### src/rtl/cmd_decoder_pkg.sv
// Operation
// - Each command opens with an eight-byte header; for a write, data bytes follow up to the length
// - Byte 0 is the device handle; bytes 1-4 hold direction flag and 31-bit address
// - Address bit 31 set means write, clear means read; bits 30-24 pick the module
// - Address bits 7-0 pick the register; bits 23-8 are unused zeros
// - Bytes 5-7 give a 24-bit length counted in 16-bit words
// - Byte pairs form 16-bit words, first byte upper; reads go out the same way
// - Header fields arrive most significant byte first
// - A read returns two bytes for every requested word
// - Minimum influence field register reads 2 after reset until written
// - Register 15 of the neuron module returns the committed neuron count
// - Dispatch by module id 0 to 6; neuron window is registers 0x00-0x1F of module 1
package cmd_decoder_pkg;

  localparam logic [2:0] HDR_LAST_IDX = 3'h7;
  localparam logic [23:0] LEN_ZERO = 24'h000000;
  localparam logic [23:0] LEN_ONE = 24'h000001;

  localparam logic [6:0] MOD_BOARD = 7'h00;
  localparam logic [6:0] MOD_NEURON = 7'h01;
  localparam logic [6:0] MOD_SENSOR = 7'h06;
  localparam logic [7:0] NEURON_REG_LAST = 8'h1F;

  localparam logic [7:0] REG_COMP = 8'h01;
  localparam logic [7:0] REG_LAST_COMP = 8'h04;
  localparam logic [7:0] REG_MIN_IF = 8'h06;
  localparam logic [7:0] REG_MAX_IF = 8'h07;
  localparam logic [7:0] REG_NCOUNT = 8'h0F;

  localparam logic [15:0] MIN_IF_RST = 16'h0002;
  localparam logic [15:0] MAX_IF_RST = 16'h0000;
  localparam logic [15:0] WORD_ZERO = 16'h0000;
  localparam logic [7:0] BYTE_ZERO = 8'h00;

  typedef enum logic [2:0] {
    ST_HDR = 3'b000,
    ST_WHI = 3'b001,
    ST_WLO = 3'b010,
    ST_RREQ = 3'b011,
    ST_RCAP = 3'b100,
    ST_THI = 3'b101,
    ST_TLO = 3'b110
  } dec_state_t;

  typedef struct packed {
    logic [7:0] handle;
    logic wr;
    logic [6:0] module_id;
    logic [15:0] unused;
    logic [7:0] reg_id;
    logic [23:0] len;
  } cmd_hdr_t;

  typedef struct packed {
    logic valid;
    logic write;
    logic [6:0] module_id;
    logic [7:0] reg_id;
    logic [15:0] wdata;
  } ext_req_t;

  typedef struct packed {
    logic comp_valid;
    logic last_valid;
    logic [7:0] comp_data;
  } comp_strobe_t;

endpackage

### src/rtl/register_command_decoder.sv
`timescale 1ns/1ps
module register_command_decoder
  import cmd_decoder_pkg::*;
(
  // Clock and reset
  input wire logic sys_clk,
  input wire logic nrst,
  // Incoming command bytes
  input wire logic rx_valid,
  input wire logic [7:0] rx_data,
  output logic rx_ready,
  // Outgoing response bytes
  output logic tx_valid,
  output logic [7:0] tx_data,
  input wire logic tx_ready,
  // Access port to the other on-board modules
  output ext_req_t ext_req,
  input wire logic [15:0] ext_rdata,
  // Neuron network side
  input wire logic [15:0] committed_neuron_count,
  output logic [15:0] min_influence_field,
  output logic [15:0] max_influence_field,
  output comp_strobe_t comp_strobe,
  output logic [7:0] target_device_handle,
  output logic busy
);

  // Modules served over the external access port
  function automatic logic is_ext(input logic [6:0] m);
    is_ext = (m == MOD_BOARD) || ((m > MOD_NEURON) && (m <= MOD_SENSOR));
  endfunction

  // Neuron registers held locally
  function automatic logic is_neuron(input logic [6:0] m, input logic [7:0] r);
    is_neuron = (m == MOD_NEURON) && (r <= NEURON_REG_LAST);
  endfunction

  dec_state_t state_q, state_d;
  logic [2:0] idx_q, idx_d;
  logic [55:0] shift_q, shift_d;
  cmd_hdr_t cmd_q, cmd_d;
  logic [23:0] remain_q, remain_d;
  logic [7:0] hi_q, hi_d;
  logic [7:0] lo_q, lo_d;
  logic [7:0] tx_byte_q, tx_byte_d;
  logic [15:0] min_if_q, min_if_d;
  logic [15:0] max_if_q, max_if_d;
  ext_req_t ext_q, ext_d;
  comp_strobe_t comp_q, comp_d;
  cmd_hdr_t hdr_full;
  logic [15:0] wword;
  logic [15:0] rword;

  assign hdr_full = cmd_hdr_t'({shift_q, rx_data});
  assign wword = {hi_q, rx_data};

  always_comb
  begin
    rword = WORD_ZERO;
    if (is_ext(cmd_q.module_id))
    begin
      rword = ext_rdata;
    end
    else if (is_neuron(cmd_q.module_id, cmd_q.reg_id))
    begin
      case (cmd_q.reg_id)
        REG_MIN_IF: rword = min_if_q;
        REG_MAX_IF: rword = max_if_q;
        REG_NCOUNT: rword = committed_neuron_count;
        default: rword = WORD_ZERO;
      endcase
    end
  end

  always_comb
  begin
    state_d = state_q;
    idx_d = idx_q;
    shift_d = shift_q;
    cmd_d = cmd_q;
    remain_d = remain_q;
    hi_d = hi_q;
    lo_d = lo_q;
    tx_byte_d = tx_byte_q;
    min_if_d = min_if_q;
    max_if_d = max_if_q;
    ext_d = ext_q;
    ext_d.valid = 1'b0;
    comp_d = comp_q;
    comp_d.comp_valid = 1'b0;
    comp_d.last_valid = 1'b0;
    case (state_q)
      ST_HDR:
      begin
        if (rx_valid)
        begin
          shift_d = {shift_q[47:0], rx_data};
          idx_d = idx_q + 3'h1;
          if (idx_q == HDR_LAST_IDX)
          begin
            cmd_d = hdr_full;
            remain_d = hdr_full.len;
            idx_d = 3'h0;
            if (hdr_full.len == LEN_ZERO)
            begin
              state_d = ST_HDR;
            end
            else if (hdr_full.wr)
            begin
              state_d = ST_WHI;
            end
            else
            begin
              state_d = ST_RREQ;
            end
          end
        end
      end
      ST_WHI:
      begin
        if (rx_valid)
        begin
          hi_d = rx_data;
          state_d = ST_WLO;
        end
      end
      ST_WLO:
      begin
        if (rx_valid)
        begin
          if (is_ext(cmd_q.module_id))
          begin
            ext_d.valid = 1'b1;
            ext_d.write = 1'b1;
            ext_d.module_id = cmd_q.module_id;
            ext_d.reg_id = cmd_q.reg_id;
            ext_d.wdata = wword;
          end
          else if (is_neuron(cmd_q.module_id, cmd_q.reg_id))
          begin
            case (cmd_q.reg_id)
              REG_MIN_IF: min_if_d = wword;
              REG_MAX_IF: max_if_d = wword;
              REG_COMP:
              begin
                comp_d.comp_valid = 1'b1;
                comp_d.comp_data = wword[7:0];
              end
              REG_LAST_COMP:
              begin
                comp_d.last_valid = 1'b1;
                comp_d.comp_data = wword[7:0];
              end
              default: min_if_d = min_if_q;
            endcase
          end
          remain_d = remain_q - LEN_ONE;
          state_d = (remain_q == LEN_ONE) ? ST_HDR : ST_WHI;
        end
      end
      ST_RREQ:
      begin
        if (is_ext(cmd_q.module_id))
        begin
          ext_d.valid = 1'b1;
          ext_d.write = 1'b0;
          ext_d.module_id = cmd_q.module_id;
          ext_d.reg_id = cmd_q.reg_id;
          ext_d.wdata = WORD_ZERO;
        end
        state_d = ST_RCAP;
      end
      ST_RCAP:
      begin
        tx_byte_d = rword[15:8];
        lo_d = rword[7:0];
        state_d = ST_THI;
      end
      ST_THI:
      begin
        if (tx_ready)
        begin
          tx_byte_d = lo_q;
          state_d = ST_TLO;
        end
      end
      ST_TLO:
      begin
        if (tx_ready)
        begin
          remain_d = remain_q - LEN_ONE;
          state_d = (remain_q == LEN_ONE) ? ST_HDR : ST_RREQ;
        end
      end
      default:
      begin
        state_d = ST_HDR;
        idx_d = 3'h0;
      end
    endcase
  end

  always_ff @(posedge sys_clk or negedge nrst)
  begin
    if (!nrst)
    begin
      state_q <= ST_HDR;
      idx_q <= 3'h0;
      shift_q <= '0;
      cmd_q <= '0;
      remain_q <= LEN_ZERO;
      hi_q <= BYTE_ZERO;
      lo_q <= BYTE_ZERO;
      tx_byte_q <= BYTE_ZERO;
      min_if_q <= MIN_IF_RST;
      max_if_q <= MAX_IF_RST;
      ext_q <= '0;
      comp_q <= '0;
    end
    else
    begin
      state_q <= state_d;
      idx_q <= idx_d;
      shift_q <= shift_d;
      cmd_q <= cmd_d;
      remain_q <= remain_d;
      hi_q <= hi_d;
      lo_q <= lo_d;
      tx_byte_q <= tx_byte_d;
      min_if_q <= min_if_d;
      max_if_q <= max_if_d;
      ext_q <= ext_d;
      comp_q <= comp_d;
    end
  end

  // Handshakes and outputs
  assign rx_ready = (state_q == ST_HDR) || (state_q == ST_WHI) || (state_q == ST_WLO);
  assign tx_valid = (state_q == ST_THI) || (state_q == ST_TLO);
  assign tx_data = tx_byte_q;
  assign ext_req = ext_q;
  assign comp_strobe = comp_q;
  assign min_influence_field = min_if_q;
  assign max_influence_field = max_if_q;
  assign target_device_handle = cmd_q.handle;
  assign busy = (state_q != ST_HDR) || (idx_q != 3'h0);

endmodule // register_command_decoder

### config.mk
export PLATFORM = sky130hd
export DESIGN_NAME = register_command_decoder
export DESIGN_NICKNAME = d
export VERILOG_FILES = /design/src/rtl/cmd_decoder_pkg.sv /design/src/rtl/register_command_decoder.sv
export SDC_FILE = /design/constraint.sdc
export NUM_CORES = 1
export LEC_CHECK = 0
export ABC_CLOCK_PERIOD_IN_PS = 2400
export BUFFER_PORTS_ARGS = -buffer_cell sky130_fd_sc_hd__buf_2
export CAP_MARGIN = 20
export CELL_PAD_IN_SITES_DETAIL_PLACEMENT = 0
export CELL_PAD_IN_SITES_GLOBAL_PLACEMENT = 2
export CORE_MARGIN = 2
export CORE_UTILIZATION = 35
export DETAILED_ROUTE_END_ITERATION = 8
export GPL_TIMING_DRIVEN = 0
export MAX_ROUTING_LAYER = met4
export PLACE_DENSITY = 0.86
export SETUP_SLACK_MARGIN = 0.4
export SYNTH_ARGS = -nofsm -noshare
export SYNTH_HDL_FRONTEND = slang
export SYNTH_SLANG_ARGS = --single-unit
### constraint.sdc
create_clock -name sys_clk -period 2.4 [get_ports sys_clk]
set_clock_uncertainty 0.2 [all_clocks]
set_input_delay 0.48 -clock sys_clk [delete_from_list [all_inputs] [get_ports sys_clk]]
set_output_delay 0.48 -clock sys_clk [all_outputs]
set_load 0.03 [all_outputs]
==> summary.md <==
| Metric | Value |
|---|---|
| Status | `finished with violations` |
| Failing checks | `negative setup slack` |
| Dpl hpwl | `18700 microns` |
| Die Span X | `168 microns` |
| EDFF count, synth | `0` |
| CP bufs+invs | `1` |
| Synth area leader | `dfrtp_1` |
| Actual slew at the worst max-slew pin | `696 ps` |
| Crit path cell chain | `or3_4 -> or4_4 -> nor4_4 -> buf_12 -> mux2_4` |
| Pre-Repair DR Iteration Count | `4` |
| Layout area overhead | `45.7%` |
| Synth Cell Area | `between 9000 and 10000 sq um` |
| Final Hold Violating Endpoints | `0` |
| Number of primary I/O pins | `138` |
| Global route overflow | `0` |
| Area contributors post-synth | `dfrtp_1, mux2_2, o21ai_0` |
| First-pass GRT wire length | `45100 microns` |
| CTS max path bufs | `3` |
| Crit path DAT | `2690 ps` |
| Total power | `14.8 mW` |
| CP Class | `reg -> reg` |
| Avg Inst Size Synth | `12.2 sq um` |
| Die ar. | `28100 sq um` |
| RSZ-0062 raised after global routing | `true` |
| Slowest cell on crit path | `or4_4` |
| Finished Cell Area | `13700 sq um` |
| Worst-path maximum fanout | `8` |
| H-tree level count | `1` |
| Peak supply drop | `between 0.5 and 0.6 mV` |
| Starting density of the core | `0.358` |
| Vert. Die Dim | `168 microns` |
| CTS Buf Count | `22` |
| Synth Flop Type | `dfrtp_1` |
| Total core area | `about 26000 sq um` |
| Fmax | `roughly 0.4 GHz` |
| Number of synthesized register bits | `between 200 and 250` |
| DP Area | `10700 sq um` |
| Clock transition at the registers of the reported paths | `roughly 60 ps` |
| Tot GR Track Use | `0.210` |
| Clock sinks | `approximately 210` |
| Final setup fails | `25` |
| Largest net degree at the start of global routing | `120` |
| Place WS | `-529 ps` |
| Vias in the first global route | `approximately 7500` |
| Vias per cell | `5.41` |
| Filler Cell Count | `~2200` |
| Distinct cells, synth | `between 60 and 70` |
| Syn nets | `821` |
| Layout cells sized above 1 | `0.541` |
| PwrDens | `roughly 1100 nW/um^2` |
| Antenna Nets Post-Route | `0` |
| DR iter-0 viols | `456` |
| Commonest cells after routing, fill and taps aside | `dfrtp_1, buf_2, mux2_2, buf_4, mux2_4` |
| Drt wl/cell | `21.3 microns` |
| Ys Warns | `0` |
| Residual DRC count | `0` |
| Worst Path Required | `2590 ps` |
| Finished Core Util | `0.522` |
| Post-layout min period | `2500 ps` |
| Critical path's top delay family | `simple AND/OR/NAND/NOR gates` |
| GP Congestion | `approximately 0.9` |
| Root buffer cell | `clkbuf_16` |
| Port-buffer cells | `137` |
| Commonest non-fill, non-tap cell in the layout | `dfrtp_1` |
| Syn Inst Count | `roughly 770` |
| Synth top area share | `0.552` |
| Inserted Diodes | `0` |
| Seq/Total Area, Yosys | `0.555` |
| TritonCTS clock tree | `built` |
| Final wirelength | `29900 microns` |
| Ys async rst share | `1.00` |
| MaxCap Viol Count | `0` |
| Antenna violations before repair | `0` |
| Hold slack | `60.3 ps` |
| Crit path launch type | `flip-flop` |
| Relative slew margins | `0.536` |
| Num rows | `59` |
| HP Class | `in -> reg` |
| Fin crit share | `1.04` |
| Vias | `7579` |
| Fin nets | `1102` |
| Count of pins over their slew limit | `0` |
| Pleak | `6.45 nW` |
| Worst skew pair latency | `510 ps` |
| Fin worst setup slack | `-101 ps` |
| Worst path max stage delay | `570 ps` |
| CP Capture Type | `flip-flop` |
[per-stage QoR]
stage / cells / TNS [ps]
after detailed placement: 1245 / -19320
after global routing: 1400 / -2520
after CTS: 1360 / -2200
after global placement: 1244 / -622040
final: 1400 / -1920
after floorplan: 772 / 0
[power by group]
part	internal [mW]	switching, mW
combinational	3.04	2.95
clock	1.91	1.40
sequential	4.54	0.970
total	9.49	5.31
[path summary, 6_finish.rpt]
check | from | slack [ps] | cells past startpoint | endpoint
max in group asynchronous | nrst | 580 | 3 | comp_strobe[6]$_DFFE_PN0P_
min in group asynchronous | nrst | 340 | 2 | lo_q[4]$_DFFE_PN0P_
hold / removal | ext_rdata[15] | 60 | 3 | tx_data[7]$_DFFE_PN0P_
hold reg to reg | ext_req[31]$_DFFE_PN0P_ | 280 | 1 | ext_req[31]$_DFFE_PN0P_
setup reg to reg | cmd_q[30]$_DFFE_PN0P_ | -100 | 5 | comp_strobe[1]$_DFFE_PN0P_
setup / recovery | cmd_q[30]$_DFFE_PN0P_ | -100 | 5 | comp_strobe[1]$_DFFE_PN0P_
[kinds of logic (layout without fill, tap and decap cells)]
kind of cell	after synthesis	count (layout)	synth area share
flops	208	208	0.555
compound gates	172	172	0.122
mux	153	153	0.185
xor+xnor	2	2	0.00187
simple gates	169	169	0.0981
buf+inv	63	356	0.0317
fa+ha+maj	5	5	0.00666
[cells in the mapped netlist (all sizes together) (2+ instances only)]
| cell | count |
|---|---|
| mux2 | 137 |
| nand3 | 7 |
| xnor2 | 2 |
| or2 | 2 |
| o22a | 9 |
| a31oi | 8 |
| dfrtp | 207 |
| and2 | 6 |
| buf | 19 |
| ha | 5 |
| nand2 | 45 |
| mux2i | 16 |
| nand4 | 2 |
| clkbuf | 31 |
| o21ai | 57 |
| or3 | 4 |
| o21a | 3 |
| a21o | 3 |
| a22o | 17 |
| nor3b | 3 |
| inv | 13 |
| o2bb2ai | 2 |
| a2bb2oi | 2 |
| or4 | 9 |
| a221oi | 2 |
| nor4 | 14 |
| nor2 | 39 |
| o22ai | 2 |
| o211ai | 3 |
| a21oi | 25 |
| and3 | 4 |
| a22oi | 32 |
| nor3 | 19 |
| nand2b | 5 |
| nor2b | 3 |
[area by class of cell]
| type | instances | area (sq um) | share of cell area |
|---|---|---|---|
| Buffer | 50 | 663 | 0.0485 |
| Clock buffer | 30 | 621 | 0.0454 |
| Clock inverter | 6 | 66.3 | 0.00485 |
| Inverter | 13 | 48.8 | 0.00357 |
| Multi-Input combinational cell | 501 | 4600 | 0.336 |
| Sequential cell | 208 | 5210 | 0.381 |
| Tap cell | 335 | 419 | 0.0306 |
| Timing Repair Buffer | 257 | 2050 | 0.150 |
[metal layers]
| metal | vias to the layer above | GRT usage | routed length (microns) |
|---|---|---|---|
| li1 | 3396 | - | - |
| met1 | 3866 | 0.275 | 13200 |
| met2 | 264 | 0.335 | 14200 |
| met3 | 53 | 0.0324 | 1490 |
| met4 | 0 | 0.0749 | 1020 |
| met5 | - | - | 0 |
[flip-flops by register name, indices dropped and copies added (netlist names)]
name,flops
shift_q,56
ext_req,33
remain_q,24
max_influence_field,16
min_influence_field,16
cmd_q,15
comp_strobe,10
hi_q,8
lo_q,8
target_device_handle,8
tx_data,8
idx_q,3
state_q,3
[worst reg2reg max path: stages, from the launching register on]
cell and delay, ps:
dfrtp_1 390, or3_4 430, or4_4 580, nor4_4 280
buf_12 180, mux2_4 310
[what timing repair did]
action / CTS / global route
setup buffers: 68 / 35
cloned: 10 / 5
hold buffers: 1 / 0
gates resized for setup: 217 / 99
endpoints found under the setup margin: 208 / 207
endpoints found under the hold margin: 89 / 0
pin swaps: 57 / 40
No activity file was read; power rests on OpenSTA's default activity.
